==> src/common/rasc_pkg.sv <==
// Constants and carrier types for the radio auxiliary status and control
// register bank. Assumes an 8-bit register port with 10-bit addresses.
package rasc_pkg;

  // ----------------------------------------------------------------------
  // Register addresses
  // ----------------------------------------------------------------------
  localparam logic [9:0] ADDR_FLAG_CTRL = 10'h310;
  localparam logic [9:0] ADDR_STATUS = 10'h311;
  localparam logic [9:0] ADDR_RSSI = 10'h312;
  localparam logic [9:0] ADDR_AFC_LIMIT = 10'h315;
  localparam logic [9:0] ADDR_IR_SETUP = 10'h319;
  localparam logic [9:0] ADDR_SHUTDOWN = 10'h322;
  localparam logic [9:0] ADDR_RX_POWER = 10'h324;
  localparam logic [9:0] ADDR_TMR_CTRL = 10'h340;
  localparam logic [9:0] ADDR_RELOAD_HI = 10'h341;
  localparam logic [9:0] ADDR_RELOAD_LO = 10'h342;
  localparam logic [9:0] ADDR_IRQ_STATUS = 10'h343;
  localparam logic [9:0] ADDR_IRQ_MASK = 10'h344;

  // ----------------------------------------------------------------------
  // Field positions
  // ----------------------------------------------------------------------
  localparam int ST_CAL_ERROR = 6;
  localparam int ST_CAL_DONE = 5;
  localparam int ST_XTAL_SETTLED = 4;
  localparam int ST_XTAL_LEVEL = 3;
  localparam int ST_COLD_START = 2;
  localparam int ST_TIMEOUT_FLAG = 1;
  localparam int ST_TIMEOUT_LIVE = 0;
  localparam int FC_CAL_ENABLE = 1;
  localparam int FC_FLAG_CLEAR = 0;
  localparam int IR_OVERWRITE = 5;
  localparam int IR_FREQ_LSB = 3;
  localparam int IR_POWER_LSB = 0;
  localparam int SD_REQUEST = 0;
  localparam int TC_TIMER_ENABLE = 0;
  localparam int TC_XTAL_ENABLE = 1;
  localparam int IRQ_TIMEOUT = 0;
  localparam int IRQ_COLD_START = 1;
  localparam int IRQ_RSSI_VALID = 2;
  localparam int IRQ_CAL_DONE = 3;

  // ----------------------------------------------------------------------
  // Reset values, masks and figures
  // ----------------------------------------------------------------------
  localparam logic [7:0] AFC_LIMIT_RESET = 8'h32;
  localparam logic [7:0] CONFIG_RESET = 8'h00;
  localparam logic [7:0] IR_SETUP_MASK = 8'h3F;
  localparam logic [7:0] SHUTDOWN_MASK = 8'h01;
  localparam logic [7:0] RX_POWER_MASK = 8'h1F;
  localparam logic [7:0] FLAG_CTRL_MASK = 8'h02;
  localparam logic [7:0] TMR_CTRL_MASK = 8'h03;
  localparam logic [7:0] IRQ_MASK_BITS = 8'h0F;
  localparam logic [8:0] RSSI_OFFSET_DBM = 9'h06B;
  localparam logic [4:0] IR_BASE_DIVIDE = 5'h04;

  // ----------------------------------------------------------------------
  // Carriers
  // ----------------------------------------------------------------------
  typedef struct packed {
    logic wr;
    logic rd;
    logic [9:0] addr;
    logic [7:0] wdata;
  } rasc_bus_req_t;

  typedef struct packed {
    logic converter_stage_enable;
    logic strength_detector_enable;
    logic if_filter_enable;
    logic rx_mixer_enable;
    logic low_noise_amp_enable;
  } rasc_rx_enables_t;

  typedef struct packed {
    logic source_enable;
    logic [4:0] divide_ratio;
    logic [2:0] power_multiple;
    logic result_overwrite_enable;
  } rasc_ir_cal_t;

endpackage : rasc_pkg

==> src/verilog/rasc_regs.sv <==
// Auxiliary status and control registers of the radio modem configuration
// space, with a small wake-up down-counter and an event interrupt.
// Assumes all inputs are synchronous to clk and the prescaler tick is a
// one-cycle pulse.
//
// How it works
// - status bit 6 reads calibration error while calibration is enabled.
// - status bit 5 reads calibration done, zero while still running.
// - status bit 4 reads crystal settled while crystal oscillator enabled.
// - status bit 3 shows the live crystal output level, never latched.
// - status bit 2 reads one once a cold start has been recorded.
// - status bit 1 latches a timer timeout and holds after it ends.
// - status bit 0 is high only while the timer count is zero.
// - strength byte captured per packet; power is value minus 107 dBm.
// - pull-in limit resets to 50, loads half IF bandwidth on receive.
// - image source frequency field 0 disables, 1 to 3 divide by 4, 8, 16.
// - image source power 0 off, then min, twice, three and four times.
// - bit 5 of image setup enables overwriting stored calibration results.
// - a shutdown request starts shutdown only while chip select is high.
// - receive power bits are active-high enables, bit 4 the converter.
// - writing one to flag clear bit clears timeout and cold-start flags.
// - timeout occurs when enabled timer counts down to zero at tick rate.
// - entering sleep returns every config register except the interrupt mask to its reset value.
`timescale 1ns/100ps
`default_nettype none

module rasc_regs #(
  parameter int TIMER_WIDTH = 16
) (
  input wire logic clk,
  input wire logic sys_rst,
  input wire rasc_pkg::rasc_bus_req_t bus_req,
  output logic [7:0] rd_data,
  output logic irq,
  input wire logic slow_rc_cal_error,
  input wire logic slow_rc_cal_done,
  input wire logic slow_crystal_settled,
  input wire logic slow_crystal_level,
  input wire logic cold_start_event,
  input wire logic prescaler_tick,
  input wire logic packet_received,
  input wire logic [7:0] rssi_sample,
  input wire logic receive_state_entry,
  input wire logic [8:0] if_bandwidth_khz,
  input wire logic sleep_state_entry,
  input wire logic chip_select,
  output logic slow_rc_cal_enable,
  output logic slow_crystal_enable,
  output logic power_off_start,
  output logic [7:0] afc_limit,
  output logic signed [8:0] rx_power_dbm,
  output rasc_pkg::rasc_rx_enables_t rx_enables,
  output rasc_pkg::rasc_ir_cal_t ir_cal
);

  // ----------------------------------------------------------------------
  // Address decode
  // ----------------------------------------------------------------------
  wire logic wr = bus_req.wr;
  wire logic [9:0] addr = bus_req.addr;
  wire logic [7:0] wdata = bus_req.wdata;
  wire logic wr_flag = wr && (addr == rasc_pkg::ADDR_FLAG_CTRL);
  wire logic wr_afc = wr && (addr == rasc_pkg::ADDR_AFC_LIMIT);
  wire logic wr_ir = wr && (addr == rasc_pkg::ADDR_IR_SETUP);
  wire logic wr_sd = wr && (addr == rasc_pkg::ADDR_SHUTDOWN);
  wire logic wr_rxp = wr && (addr == rasc_pkg::ADDR_RX_POWER);
  wire logic wr_tc = wr && (addr == rasc_pkg::ADDR_TMR_CTRL);
  wire logic wr_rhi = wr && (addr == rasc_pkg::ADDR_RELOAD_HI);
  wire logic wr_rlo = wr && (addr == rasc_pkg::ADDR_RELOAD_LO);
  wire logic wr_ist = wr && (addr == rasc_pkg::ADDR_IRQ_STATUS);
  wire logic wr_imk = wr && (addr == rasc_pkg::ADDR_IRQ_MASK);

  // ----------------------------------------------------------------------
  // Storage
  // ----------------------------------------------------------------------
  logic [7:0] flag_ctrl;
  logic [7:0] ir_setup;
  logic [7:0] shutdown_request;
  logic [7:0] rx_path_power_enables;
  logic [7:0] tmr_ctrl;
  logic [7:0] reload_hi_staged;
  logic [TIMER_WIDTH-1:0] reload;
  logic [TIMER_WIDTH-1:0] count;
  logic [7:0] rx_signal_strength;
  logic cold_start_flag;
  logic timeout_latched_flag;
  logic cal_done_prev;
  logic [3:0] irq_status;
  logic [3:0] irq_mask;

  wire logic timer_enable = tmr_ctrl[rasc_pkg::TC_TIMER_ENABLE];
  wire logic flag_clear = wr_flag && wdata[rasc_pkg::FC_FLAG_CLEAR];
  wire logic count_zero = (count == '0);
  wire logic timeout_live_event = timer_enable && count_zero;
  wire logic cal_done_rise = slow_rc_cal_done && !cal_done_prev;

  // ----------------------------------------------------------------------
  // Configuration registers
  // ----------------------------------------------------------------------
  // Sleep entry beats a same-cycle write: the state is being lost anyway.
  always_ff @(posedge clk or posedge sys_rst) begin
    if (sys_rst) begin
      flag_ctrl <= rasc_pkg::CONFIG_RESET;
      ir_setup <= rasc_pkg::CONFIG_RESET;
      shutdown_request <= rasc_pkg::CONFIG_RESET;
      rx_path_power_enables <= rasc_pkg::CONFIG_RESET;
      tmr_ctrl <= rasc_pkg::CONFIG_RESET;
    end else if (sleep_state_entry) begin
      flag_ctrl <= rasc_pkg::CONFIG_RESET;
      ir_setup <= rasc_pkg::CONFIG_RESET;
      shutdown_request <= rasc_pkg::CONFIG_RESET;
      rx_path_power_enables <= rasc_pkg::CONFIG_RESET;
      tmr_ctrl <= rasc_pkg::CONFIG_RESET;
    end else begin
      if (wr_flag) begin
        flag_ctrl <= wdata & rasc_pkg::FLAG_CTRL_MASK;
      end
      if (wr_ir) begin
        ir_setup <= wdata & rasc_pkg::IR_SETUP_MASK;
      end
      if (wr_sd) begin
        shutdown_request <= wdata & rasc_pkg::SHUTDOWN_MASK;
      end
      if (wr_rxp) begin
        rx_path_power_enables <= wdata & rasc_pkg::RX_POWER_MASK;
      end
      if (wr_tc) begin
        tmr_ctrl <= wdata & rasc_pkg::TMR_CTRL_MASK;
      end
    end
  end

  // The receive-state load wins over a software write in the same cycle.
  always_ff @(posedge clk or posedge sys_rst) begin
    if (sys_rst) begin
      afc_limit <= rasc_pkg::AFC_LIMIT_RESET;
    end else if (sleep_state_entry) begin
      afc_limit <= rasc_pkg::AFC_LIMIT_RESET;
    end else if (receive_state_entry) begin
      afc_limit <= if_bandwidth_khz[8:1];
    end else if (wr_afc) begin
      afc_limit <= wdata;
    end
  end

  always_ff @(posedge clk or posedge sys_rst) begin
    if (sys_rst) begin
      rx_signal_strength <= 8'h00;
    end else if (sleep_state_entry) begin
      rx_signal_strength <= 8'h00;
    end else if (packet_received) begin
      rx_signal_strength <= rssi_sample;
    end
  end

  // ----------------------------------------------------------------------
  // Wake-up down-counter
  // ----------------------------------------------------------------------
  // The high byte is staged so a reload only takes effect as a whole word
  // when the low byte is written.
  always_ff @(posedge clk or posedge sys_rst) begin
    if (sys_rst) begin
      reload_hi_staged <= 8'h00;
      reload <= '0;
    end else if (sleep_state_entry) begin
      reload_hi_staged <= 8'h00;
      reload <= '0;
    end else begin
      if (wr_rhi) begin
        reload_hi_staged <= wdata;
      end
      if (wr_rlo) begin
        reload <= TIMER_WIDTH'({reload_hi_staged, wdata});
      end
    end
  end

  logic [TIMER_WIDTH-1:0] next_count;
  always_comb begin
    next_count = count;
    if (wr_rlo) begin
      next_count = TIMER_WIDTH'({reload_hi_staged, wdata});
    end else if (timer_enable && prescaler_tick) begin
      if (count_zero) begin
        next_count = reload;
      end else begin
        next_count = count - 1'b1;
      end
    end
  end

  always_ff @(posedge clk or posedge sys_rst) begin
    if (sys_rst) begin
      count <= '0;
    end else begin
      count <= next_count;
    end
  end

  // ----------------------------------------------------------------------
  // Hardware flags: a set in the clearing cycle wins
  // ----------------------------------------------------------------------
  always_ff @(posedge clk or posedge sys_rst) begin
    if (sys_rst) begin
      cold_start_flag <= 1'b0;
      timeout_latched_flag <= 1'b0;
      cal_done_prev <= 1'b0;
    end else begin
      cal_done_prev <= slow_rc_cal_done;
      if (cold_start_event) begin
        cold_start_flag <= 1'b1;
      end else if (flag_clear) begin
        cold_start_flag <= 1'b0;
      end
      if (timeout_live_event) begin
        timeout_latched_flag <= 1'b1;
      end else if (flag_clear) begin
        timeout_latched_flag <= 1'b0;
      end
    end
  end

  // ----------------------------------------------------------------------
  // Interrupt status and mask
  // ----------------------------------------------------------------------
  logic [3:0] irq_events;
  always_comb begin
    irq_events = 4'h0;
    irq_events[rasc_pkg::IRQ_TIMEOUT] = timeout_live_event && prescaler_tick;
    irq_events[rasc_pkg::IRQ_COLD_START] = cold_start_event;
    irq_events[rasc_pkg::IRQ_RSSI_VALID] = packet_received;
    irq_events[rasc_pkg::IRQ_CAL_DONE] = cal_done_rise;
  end

  wire logic [3:0] irq_clear = wr_ist ? wdata[3:0] : 4'h0;

  always_ff @(posedge clk or posedge sys_rst) begin
    if (sys_rst) begin
      irq_status <= 4'h0;
      irq_mask <= 4'h0;
    end else begin
      irq_status <= irq_events | (irq_status & ~irq_clear);
      if (wr_imk) begin
        irq_mask <= wdata[3:0];
      end
    end
  end

  assign irq = |(irq_status & irq_mask);

  // ----------------------------------------------------------------------
  // Status composition and read-back
  // ----------------------------------------------------------------------
  // Calibration bits and the crystal settled bit read zero while their source
  // is disabled, so software never sees a stale answer from a stopped block;
  // the crystal level bit is not gated and reads live.
  assign slow_rc_cal_enable = flag_ctrl[rasc_pkg::FC_CAL_ENABLE];
  assign slow_crystal_enable = tmr_ctrl[rasc_pkg::TC_XTAL_ENABLE];

  logic [7:0] wakeup_timer_status;
  always_comb begin
    wakeup_timer_status = 8'h00;
    wakeup_timer_status[rasc_pkg::ST_CAL_ERROR] =
      slow_rc_cal_enable && slow_rc_cal_error;
    wakeup_timer_status[rasc_pkg::ST_CAL_DONE] =
      slow_rc_cal_enable && slow_rc_cal_done;
    wakeup_timer_status[rasc_pkg::ST_XTAL_SETTLED] =
      slow_crystal_enable && slow_crystal_settled;
    wakeup_timer_status[rasc_pkg::ST_XTAL_LEVEL] = slow_crystal_level;
    wakeup_timer_status[rasc_pkg::ST_COLD_START] = cold_start_flag;
    wakeup_timer_status[rasc_pkg::ST_TIMEOUT_FLAG] =
      timeout_latched_flag;
    wakeup_timer_status[rasc_pkg::ST_TIMEOUT_LIVE] =
      timeout_live_event;
  end

  logic [7:0] next_rd_data;
  always_comb begin
    unique case (addr)
      rasc_pkg::ADDR_FLAG_CTRL: next_rd_data = flag_ctrl;
      rasc_pkg::ADDR_STATUS: next_rd_data = wakeup_timer_status;
      rasc_pkg::ADDR_RSSI: next_rd_data = rx_signal_strength;
      rasc_pkg::ADDR_AFC_LIMIT: next_rd_data = afc_limit;
      rasc_pkg::ADDR_IR_SETUP: next_rd_data = ir_setup;
      rasc_pkg::ADDR_SHUTDOWN: next_rd_data = shutdown_request;
      rasc_pkg::ADDR_RX_POWER: next_rd_data = rx_path_power_enables;
      rasc_pkg::ADDR_TMR_CTRL: next_rd_data = tmr_ctrl;
      rasc_pkg::ADDR_RELOAD_HI: next_rd_data = reload_hi_staged;
      rasc_pkg::ADDR_RELOAD_LO: next_rd_data = reload[7:0];
      rasc_pkg::ADDR_IRQ_STATUS: next_rd_data = {4'h0, irq_status};
      rasc_pkg::ADDR_IRQ_MASK: next_rd_data = {4'h0, irq_mask};
      default: next_rd_data = 8'h00;
    endcase
  end

  // Read data stands for the single cycle after the strobe, zero otherwise.
  always_ff @(posedge clk or posedge sys_rst) begin
    if (sys_rst) begin
      rd_data <= 8'h00;
    end else begin
      rd_data <= bus_req.rd ? next_rd_data : 8'h00;
    end
  end

  // ----------------------------------------------------------------------
  // Decoded outputs
  // ----------------------------------------------------------------------
  assign power_off_start =
    shutdown_request[rasc_pkg::SD_REQUEST] && chip_select;

  assign rx_power_dbm =
    $signed({1'b0, rx_signal_strength}) -
    $signed(rasc_pkg::RSSI_OFFSET_DBM);

  // Bit 4 is named for the converter but described as an amplifier enable;
  // it is routed to the converter stage.
  assign rx_enables = rasc_pkg::rasc_rx_enables_t'(
    rx_path_power_enables[4:0]);

  wire logic [1:0] ir_freq = ir_setup[rasc_pkg::IR_FREQ_LSB +: 2];
  wire logic [2:0] ir_power = ir_setup[rasc_pkg::IR_POWER_LSB +: 3];
  wire logic [3:0] ir_power_sum = {1'b0, ir_power} + 4'h1;

  assign ir_cal.source_enable = (ir_freq != 2'h0);
  assign ir_cal.divide_ratio = (ir_freq == 2'h0) ? 5'h00 :
    5'(rasc_pkg::IR_BASE_DIVIDE << (ir_freq - 2'h1));
  assign ir_cal.power_multiple = ir_power_sum[3:1];
  assign ir_cal.result_overwrite_enable =
    ir_setup[rasc_pkg::IR_OVERWRITE];

endmodule : rasc_regs

`default_nettype wire

==> config.mk <==
export PLATFORM = sky130hd
export DESIGN_NAME = rasc_regs
export DESIGN_NICKNAME = d
export VERILOG_FILES = /design/src/common/rasc_pkg.sv /design/src/verilog/rasc_regs.sv
export SDC_FILE = /design/constraint.sdc
export NUM_CORES = 1
export LEC_CHECK = 0
export BUFFER_PORTS_ARGS = -buffer_cell sky130_fd_sc_hd__buf_2
export CAP_MARGIN = 20
export CELL_PAD_IN_SITES_DETAIL_PLACEMENT = 1
export CELL_PAD_IN_SITES_GLOBAL_PLACEMENT = 2
export CORE_ASPECT_RATIO = 0.5
export CORE_UTILIZATION = 31
export CTS_CLUSTER_DIAMETER = 60
export DETAILED_ROUTE_END_ITERATION = 16
export PLACE_DENSITY = 0.89
export SLEW_MARGIN = 10
export SYNTH_ARGS = -nofsm -noshare
export SYNTH_HDL_FRONTEND = slang
export SYNTH_SLANG_ARGS = --single-unit
==> constraint.sdc <==
create_clock -name clk -period 2.8 [get_ports clk]
set_input_delay 0.56 -clock clk [delete_from_list [all_inputs] [get_ports clk]]
set_output_delay 0.56 -clock clk [all_outputs]
set_load 0.02 [all_outputs]
* Word level (Yosys, flattened, before mapping) *
Cells that the tools add are included.

cells by class
  add/sub/neg operators = 4
  multiply operators = 0
  div/mod/pow operators = 0
  order comparisons = 0
  equality and inequality tests = 12
  shifts and indexed selects = 1
  mux-type cells = 29
  bitwise operators = 4
  reduce and logical (&&, ||, !) cells = 36

operator list
  kind                                                                   number
  8-bit two-way mux                                                      18
  10-bit == test (second input constant)                                 12
  8-bit one-hot mux with 12 select lines                                 1
  16-bit two-way mux                                                     5
  2-bit nonzero test                                                     12
  1-bit logical AND                                                      19
  16-bit logical NOT                                                     1
  16-bit by 1-bit subtractor with 16-bit output (second input constant)  1
  8-bit by 7-bit subtractor with 9-bit output (second input constant)    1
  4-bit bitwise AND                                                      2
  5-bit two-way mux                                                      1
  3-bit by 2-bit << shifter with 5-bit output (first input constant)     1
  3-bit by 1-bit adder with 4-bit output (second input constant)         1
  4-bit two-way mux                                                      1
  4-bit NOT                                                              1
  4-bit bitwise OR                                                       1
  4-bit OR reduction                                                     1
  1-bit two-way mux                                                      3
  3-bit nonzero test                                                     1
  2-bit logical NOT                                                      1
  2-bit by 1-bit subtractor with 2-bit output (second input constant)    1
  1-bit logical NOT                                                      1

word-level totals
  register bits = 115
  bits in latches = 0
  memory bits (writable) = 0
  bits in read-only memories = 0
  input port bits = 49
  output and inout bits = 44
  logic and storage cells = 102
  memories kept = 0

* Logic depth before layout (Yosys ltp) *
Gate-level depths: netlist of run 1.

  depth in word-level cells = 6
  mapped depth = 8
  depth with buffers taken out = 7

* Worst setup path after synthesis of run 1 *
OpenSTA, ideal clock, no wires.

  path kind = input port to flip-flop
  start = input bus_req[13] (netlist bit)
  end = register rd_data[1]
  library setup time = 0.082 ns
  arrival time = 2.118 ns
  required time = 2.718 ns
  path slack = 0.600 ns
  cell stages on the path = 7
  path buffers = 2
  cell sequence = buf_2 or4b_1 buf_2 or3_1 a21oi_2 o31ai_2 a31oi_1

on the way
  word-level cells in the longest chain between the ends = 3
  elaborated cells between the ends (all ways) = 14
  classes of those cells = 12 x eq/ne; 2 x mux

RTL lines
  what                                      line              source
  from (decl)                               rasc_regs.sv:32   input wire rasc_pkg::rasc_bus_req_t bus_req,
  10-bit == test                            rasc_regs.sv:279  unique case (addr)
  8-bit one-hot mux with 12 select lines *  rasc_regs.sv:279
  8-bit two-way mux *                       rasc_regs.sv:301  rd_data <= bus_req.rd ? next_rd_data : 8'h00;
  to (signal assigned)                      rasc_regs.sv:301
  to (decl)                                 rasc_regs.sv:33   output logic [7:0] rd_data,

Every way passes the cells marked *; elsewhere a longest branch is shown, timed or not.
A chain may end at the register's enable or synchronous reset.

* Worst setup path in the final report of run 1 *
  start = register count[0]
  end = register count[10]

on the way
  word-level cells in the longest chain between the ends = 4
  elaborated cells between the ends (all ways) = 5
  classes of those cells = 1 x add/sub; 3 x mux; 1 x reduce/logical

RTL lines
  what                                                                                 line                               source
  from (decl)                                                                          rasc_regs.sv:83                    logic [TIMER_WIDTH-1:0] count;
  from (signal assigned)                                                               rasc_regs.sv:196                   count <= next_count;
  16-bit by 1-bit subtractor with 16-bit output or 16-bit logical NOT (tied branches)  rasc_regs.sv:187, rasc_regs.sv:93
  16-bit two-way mux *                                                                 rasc_regs.sv:184                   if (count_zero) begin
  16-bit two-way mux *                                                                 rasc_regs.sv:183                   end else if (timer_enable && prescaler_tick) begin
  16-bit two-way mux *                                                                 rasc_regs.sv:181                   if (wr_rlo) begin

Every way passes the cells marked *; elsewhere a longest branch is shown, timed or not. The select of a mux whose other input is x is not followed.

==> results.cfg, run 1 <==
[outcome]
outcome = finished, final reports clean

[yosys]
post-synth-top-area-fraction = 0.421
netlist_instances = 568
synth_seq_cells = 90
distinct_cell_type_count_of_the_synthesized_netlist = 64
synth.avg_cell_area_sq_um = 9.11
ys_warn_count = 0
dominantRegCellSynth = sky130_fd_sc_hd__dfrtp_1
yosysSeqAreaShare = 0.436
netlist.top_cell.by_area = sky130_fd_sc_hd__dfrtp_1
syn_area_sq_um = 5170
ys_top_cells_by_area = sky130_fd_sc_hd__dfrtp_1 42%, sky130_fd_sc_hd__mux2i_1 5.8%, sky130_fd_sc_hd__nand2_1 5.1%, sky130_fd_sc_hd__a21oi_1 4.0%, sky130_fd_sc_hd__nor2_1 3.4%
synth-async-reset-ratio = 1.00
count_of_flip_flops_with_a_built_in_enable_after_synthesis = 0

[global_route]
grt_start_max_net_pins = 91
grt_pass1_vias = 4903
initial_antenna_violation_count = 0
first_pass_grt_wire_length_microns = 28000
grt_overflow = 0
grt_usage = 0.213

[setup_path]
critPathMaxStageDelay_ns = 0.72
criticalPathCategory = reg2reg
highest_net_fanout_along_the_worst_path = 6
critPathLaunch = count[0]
critical_path.top_delay_family = simple AND/OR/NAND/NOR gates
wp_data_required_ns = 3.05
cp-start-kind = flip-flop
cp.buffers_inverters = 1
critical_path.cell_chain = inv_1, ha_1, or4b_2, nor3_2, mux2_2, a22oi_1, o21ai_0
regToRegStartpoint = count[0]
setup.worst_path.end_class = flip-flop
crit_path_top_delay_cell = sky130_fd_sc_hd__or4b_2
worst_ep_arrival_time_ns = 2.63

[floorplanning]
std_cell_rows = 32
floorplan.core_area_sq_um = 15900
chipWidth_microns = 185
initial_utilization = 0.326
num_io_pins = 93
die_height_microns = 93.4
die_area_sq_um = 17200

[clock_network]
root_buffer = sky130_fd_sc_hd__clkbuf_16
clk_pin_slew_ns = 0.06
insertion_delay_ns = 0.34
numCtsBuffers = 9
htreeDepth = 3
cts_hold_buffers = 0
cts_sinks = 90
tritoncts_clock_tree = yes
post_cts.repair.setup_buffers = 0
postCtsResizedCells = 0
cts_max_path_buffers = 2

[routing]
post_drt_via_cell_ratio = 5.55
antenna_left = 0
finalWirelength_microns = 17500
drt-wirelength-per-cell_microns = 20.2
initialDrtViolationCount = 238
drt-pass1-iter-count = 4
drt_drc_violations_left = 0
number_of_vias_after_detailed_routing = 4801

[sta]
post-route-period-util = 0.848
fin_skew_ns = 0.00668
setup_violations = 0
min_period_ns = 2.37
maxSlewHeadroom = 0.476
timing_hold_violations_final = 0
fin_setup_tns_ns = 0
rsz0062_at_grt = false
achievable-frequency_mhz = 421
worst_slew_pin_slew_ns = 0.781
total_count_of_max_transition_violations_in_the_final_report = 0
fin_worst_hold_slack_ns = 0.342

[power]
irDropWorstVdd_uv = 274
total_leakage_power_nw = 2.71
power_density_nw_per_um2 = 501
total_power_w = 0.00309

[cells_and_area]
multiInputGateArea_sq_um = 2680
ant_cells = 0
fill_cells = 1893
layout.nets = 692
flow.area_growth_from_synthesis_pct = 19.2
post_route_cells_drive_above_1_share = 0.234
regArea_sq_um = 2260
final_common_cell = sky130_fd_sc_hd__buf_2
most_used_cells_in_the_layout_excluding_fill_and_tap_cells = 89 x sky130_fd_sc_hd__buf_2, 87 x sky130_fd_sc_hd__dfrtp_1, 71 x sky130_fd_sc_hd__nand2_1, 47 x sky130_fd_sc_hd__nor2_1, 41 x sky130_fd_sc_hd__a21oi_1

[placed_design]
gp_routability_congestion = 0.877
io_buffers = 89
dp_hpwl_microns = 12700

[flow_run]
max_cap_violations = 0

[hold_path]
hp-class = in2async
## tightest hold or removal path, cell delays in order
cell                         delay (ns)
sky130_fd_sc_hd__buf_2             0.11
sky130_fd_sc_hd__clkinvlp_4        0.07
sky130_fd_sc_hd__buf_12            0.36
## metal layers
metal / routed length, microns / vias to the layer above / part of all wire / track usage
met4: 212 / 0 / 0.012 / 0.0503
met1: 8440 / 2462 / 0.48 / 0.301
met5: 0 / - / 0 / 0
met3: 775 / 19 / 0.044 / 0.0393
met2: 8080 / 119 / 0.46 / 0.338
li1: - / 2201 / - / -
## power by group
part / internal, W / switching (W) / total [W]
clock: 0.000872 / 0.000515 / 0.00139
combinational: 0.000128 / 0.000228 / 0.000356
sequential: 0.00132 / 0.0000273 / 0.00135
total: 0.00232 / 0.000771 / 0.00309
## flip-flops by register name, indices dropped and copies added, names as in the netlist
name and count:
count 16, reload 16, afc_limit 8, rd_data 8, reload_hi_staged 8, rx_signal_strength 8
ir_setup 6, rx_path_power_enables 5, irq_mask 4, irq_status 4, tmr_ctrl 2, cal_done_prev 1
cold_start_flag 1, flag_ctrl 1, shutdown_request 1, timeout_latched_flag 1
## cell families (layout without fill, tap and decap cells)
logic type	after synthesis	count (layout)	share of synthesized area
compound gates	140	140	0.179
xor+xnor	8	8	0.0135
fa+ha+maj	4	4	0.00967
buf+inv	55	130	0.0462
flops	90	90	0.436
mux	41	41	0.0820
other cells	1	2	0.000725
simple gates	229	229	0.233
## metrics by stage
stage | worst slack (ns) | instance area [sq um] | instances | util
after floorplan | 0.600 | 5180 | 569 | -
after global placement | 0.319 | 5830 | 849 | 0.368
after detailed placement | 0.216 | 5830 | 849 | 0.368
after CTS | 0.418 | 6170 | 865 | 0.389
after global routing | 0.223 | 6170 | 865 | 0.389
final | 0.426 | 6170 | 865 | 0.389
## path summary, 6_finish.rpt
check,end,cells after the start,slack [ns]
worst min-delay path,count[3],3,0.34
min in group clk,cal_done_prev,1,0.41
worst max register to register,count[10],7,0.43
worst max-delay path,count[10],7,0.43
max in group asynchronous,afc_limit[1],3,2.04
worst min register to register,irq_status[3],1,0.42
## Yosys cell counts, types with 4 or more instances
cell type and n:
sky130_fd_sc_hd__buf_2 11, sky130_fd_sc_hd__o21a_1 4, sky130_fd_sc_hd__mux2i_1 30, sky130_fd_sc_hd__nor4_1 6
sky130_fd_sc_hd__a21oi_1 41, sky130_fd_sc_hd__xnor2_1 6, sky130_fd_sc_hd__nand3_1 29, sky130_fd_sc_hd__clkbuf_1 29
sky130_fd_sc_hd__ha_1 4, sky130_fd_sc_hd__and4_1 6, sky130_fd_sc_hd__or3_1 4, sky130_fd_sc_hd__a22oi_1 18
sky130_fd_sc_hd__a32oi_1 4, sky130_fd_sc_hd__o21ai_0 20, sky130_fd_sc_hd__o211ai_1 7, sky130_fd_sc_hd__and2_1 6
sky130_fd_sc_hd__nor3_1 9, sky130_fd_sc_hd__a22o_1 7, sky130_fd_sc_hd__inv_1 9, sky130_fd_sc_hd__a21o_1 5
sky130_fd_sc_hd__nor3_2 4, sky130_fd_sc_hd__a31oi_1 11, sky130_fd_sc_hd__dfrtp_1 87, sky130_fd_sc_hd__nor2_1 47
sky130_fd_sc_hd__mux2_2 11, sky130_fd_sc_hd__nor4b_1 4, sky130_fd_sc_hd__or2_2 5, sky130_fd_sc_hd__nor2b_1 11
sky130_fd_sc_hd__and3_1 5, sky130_fd_sc_hd__nand2_1 71, sky130_fd_sc_hd__a2bb2oi_1 6
## area by class of cell
cell class                      count  area share
Multi-Input combinational cell    424       0.435
Sequential cell                    90       0.366
Timing Repair Buffer              105      0.0937
Tap cell                          221      0.0448
Clock buffer                       11      0.0377
Clock inverter                      5      0.0166
Inverter                            9     0.00609
No activity file was read; power rests on OpenSTA's default activity.
==> inputs of run 2 (changes only) <==
--- a/config.mk
+++ b/config.mk
@@ -10,10 +10,10 @@
 export CELL_PAD_IN_SITES_DETAIL_PLACEMENT = 1
 export CELL_PAD_IN_SITES_GLOBAL_PLACEMENT = 2
 export CORE_ASPECT_RATIO = 0.5
-export CORE_UTILIZATION = 31
+export CORE_UTILIZATION = 34
 export CTS_CLUSTER_DIAMETER = 60
 export DETAILED_ROUTE_END_ITERATION = 16
-export PLACE_DENSITY = 0.89
+export PLACE_DENSITY = 0.92
 export SLEW_MARGIN = 10
 export SYNTH_ARGS = -nofsm -noshare
 export SYNTH_HDL_FRONTEND = slang
==> constraint.sdc (replaced) <==
create_clock -name clk -period 2.26 [get_ports clk]
set_input_delay 0.452 -clock clk [delete_from_list [all_inputs] [get_ports clk]]
set_output_delay 0.452 -clock clk [all_outputs]
set_load 0.02 [all_outputs]
==> run 2 against run 1 <==
  * Worst hold slack lost 0.079 ns
  * Count of clock-buffer cells in the layout increased by 1
  * Largest cell class unchanged
  * Largest power group is now sequential cells
  * Core utilization rose by 5.2 points
  * Cell area grew 4.8%
  * Sequential cell count unchanged
  * Routed wire length grew 2.8%
  * Via count up 4.4%
  * Clock skew is 0.0017 ns higher
  * Die area fell by 8.7%
==> results.cfg, run 2 (synthesized netlist as in run 1, its figures left out) <==
[outcome]
outcome = finished, final reports clean

[cells_and_area]
top_regs = count (16), reload (16)
fin_util = 0.441
final_cells = 882
final_common_cell = sky130_fd_sc_hd__buf_2
post_route_cells_drive_above_1_share = 0.288
most_used_cells_in_the_layout_excluding_fill_and_tap_cells = 88 x sky130_fd_sc_hd__buf_2, 85 x sky130_fd_sc_hd__dfrtp_1, 71 x sky130_fd_sc_hd__nand2_1, 51 x sky130_fd_sc_hd__buf_4, 47 x sky130_fd_sc_hd__nor2_1
flow.area_growth_from_synthesis_pct = 25.0
ant_cells = 0
layout.nets = 732
fill_cells = 1748
area_of_all_placed_cells_without_fillers_sq_um = 6470

[power]
pwr-share-comb = 0.139
clock_power_share = 0.398
irDropWorstVdd_uv = 302
power_density_nw_per_um2 = 558
switchingPower_w = 0.000958
p_seq_frac = 0.463
power.share.switching = 0.266
total_leakage_power_nw = 2.92
internal-power_w = 0.00265
total_power_w = 0.00361

[routing]
post_drt_via_cell_ratio = 5.68
drt-wirelength-per-cell_microns = 20.4
initialDrtViolationCount = 257
drt_drc_violations_left = 0
antenna_left = 0
drt-pass1-iter-count = 5
finalWirelength_microns = 18000
number_of_vias_after_detailed_routing = 5011

[setup_path]
criticalPathCategory = reg2out
worst_ep_arrival_time_ns = 1.70
highest_net_fanout_along_the_worst_path = 5
wp_data_required_ns = 1.81
cp-start-kind = flip-flop
setup.worst_path.end_class = primary output

[floorplanning]
chipWidth_microns = 176
floorplan.core_area_sq_um = 14700
num_io_pins = 93
initial_utilization = 0.353
die_height_microns = 89.2
die_area_sq_um = 15700
std_cell_rows = 31

[clock_network]
cts_max_path_buffers = 2
tritoncts_clock_tree = yes
insertion_delay_ns = 0.35
root_buffer = sky130_fd_sc_hd__clkbuf_16
numCtsBuffers = 9
cts_sinks = 90
clk_pin_slew_ns = 0.07
cts_hold_buffers = 0
htreeDepth = 3

[sta]
achievable-frequency_mhz = 464
fin_setup_tns_ns = 0
timing_hold_violations_final = 0
fin_skew_ns = 0.00834
total_count_of_max_transition_violations_in_the_final_report = 0
rsz0062_at_grt = false
post-route-period-util = 0.953
maxSlewHeadroom = 0.451
min_period_ns = 2.15
worst_slew_pin_slew_ns = 0.822
setup_violations = 0

[global_route]
grt_pass1_vias = 5028
grt_overflow = 0
grt_usage = 0.238
first_pass_grt_wire_length_microns = 28300
grt_start_max_net_pins = 31
initial_antenna_violation_count = 0

[placed_design]
gp_routability_congestion = 0.867
dp_hpwl_microns = 13300
io_buffers = 89
placed_cells = 863
detailed_place.area_sq_um = 6140

[flow_run]
max_cap_violations = 0

[hold_path]
hp-class = in2async
-- run 2: critical path, cell delays in order (launching register included) --
cell and delay [ns]:
sky130_fd_sc_hd__dfrtp_2 0.44, sky130_fd_sc_hd__ha_2 0.20, sky130_fd_sc_hd__o21a_1 0.20, sky130_fd_sc_hd__o21a_1 0.20, sky130_fd_sc_hd__xor2_1 0.16, sky130_fd_sc_hd__buf_4 0.17
-- run 2: layout make-up --
type,instances,area (sq um),share of cell area
Clock inverter,4,27.5,0.00426
Multi-Input combinational cell,424,2700,0.417
Sequential cell,90,2260,0.349
Timing Repair Buffer,145,943,0.146
Tap cell,198,248,0.0383
Inverter,9,37.5,0.00580
Clock buffer,12,256,0.0397
-- run 2: what timing repair did --
| item | in CTS | in global routing |
|---|---|---|
| setup endpoints to repair | 0 | 7 |
| gates resized for setup | 0 | 7 |
| buffers inserted | 0 | 3 |
-- run 2: per-stage QoR --
| step | hold WS [ns] | setup slack [ns] |
|---|---|---|
| floorplan | 0.400 | 0.168 |
| global route | 0.287 | 0.00276 |
| global placement | 0.410 | 0.00692 |
| detailed placement | 0.424 | -0.0339 |
| finish | 0.264 | 0.107 |
| CTS | 0.280 | 0.00113 |
-- run 2: power by group through the flow --
| stage | Combinational, W | Clock (W) | Sequential (W) |
|---|---|---|---|
| after floorplan | 0.000278 | 0 | 0.00170 |
| after global placement | 0.000473 | 0 | 0.00170 |
| after detailed placement | 0.000487 | 0 | 0.00170 |
| after CTS | 0.000490 | 0.00146 | 0.00167 |
| after global routing | 0.000542 | 0.00152 | 0.00167 |
| final | 0.000501 | 0.00143 | 0.00167 |
-- run 2: routing by layer --
| layer | up-vias | routed length [microns] | share of wire | track usage |
|---|---|---|---|---|
| li1 | 2279 | - | - | - |
| met1 | 2580 | 8490 | 0.47 | 0.323 |
| met2 | 123 | 8330 | 0.46 | 0.389 |
| met3 | 29 | 866 | 0.048 | 0.0506 |
| met4 | 0 | 306 | 0.017 | 0.0674 |
| met5 | - | 0 | 0 | 0 |
-- run 2: worst paths after layout --
check	from	slack, ns	end	cells past startpoint
min	sys_rst	0.26	reload_hi_staged[4]	2
max reg2reg	count[7]	0.19	count[11]	6
max	rx_signal_strength[0]	0.11	rx_power_dbm[6]	5
max in group asynchronous	sys_rst	1.41	count[2]	3
min in group clk	slow_rc_cal_done	0.29	cal_done_prev	1
min reg2reg	cal_done_prev	0.42	irq_status[3]	1
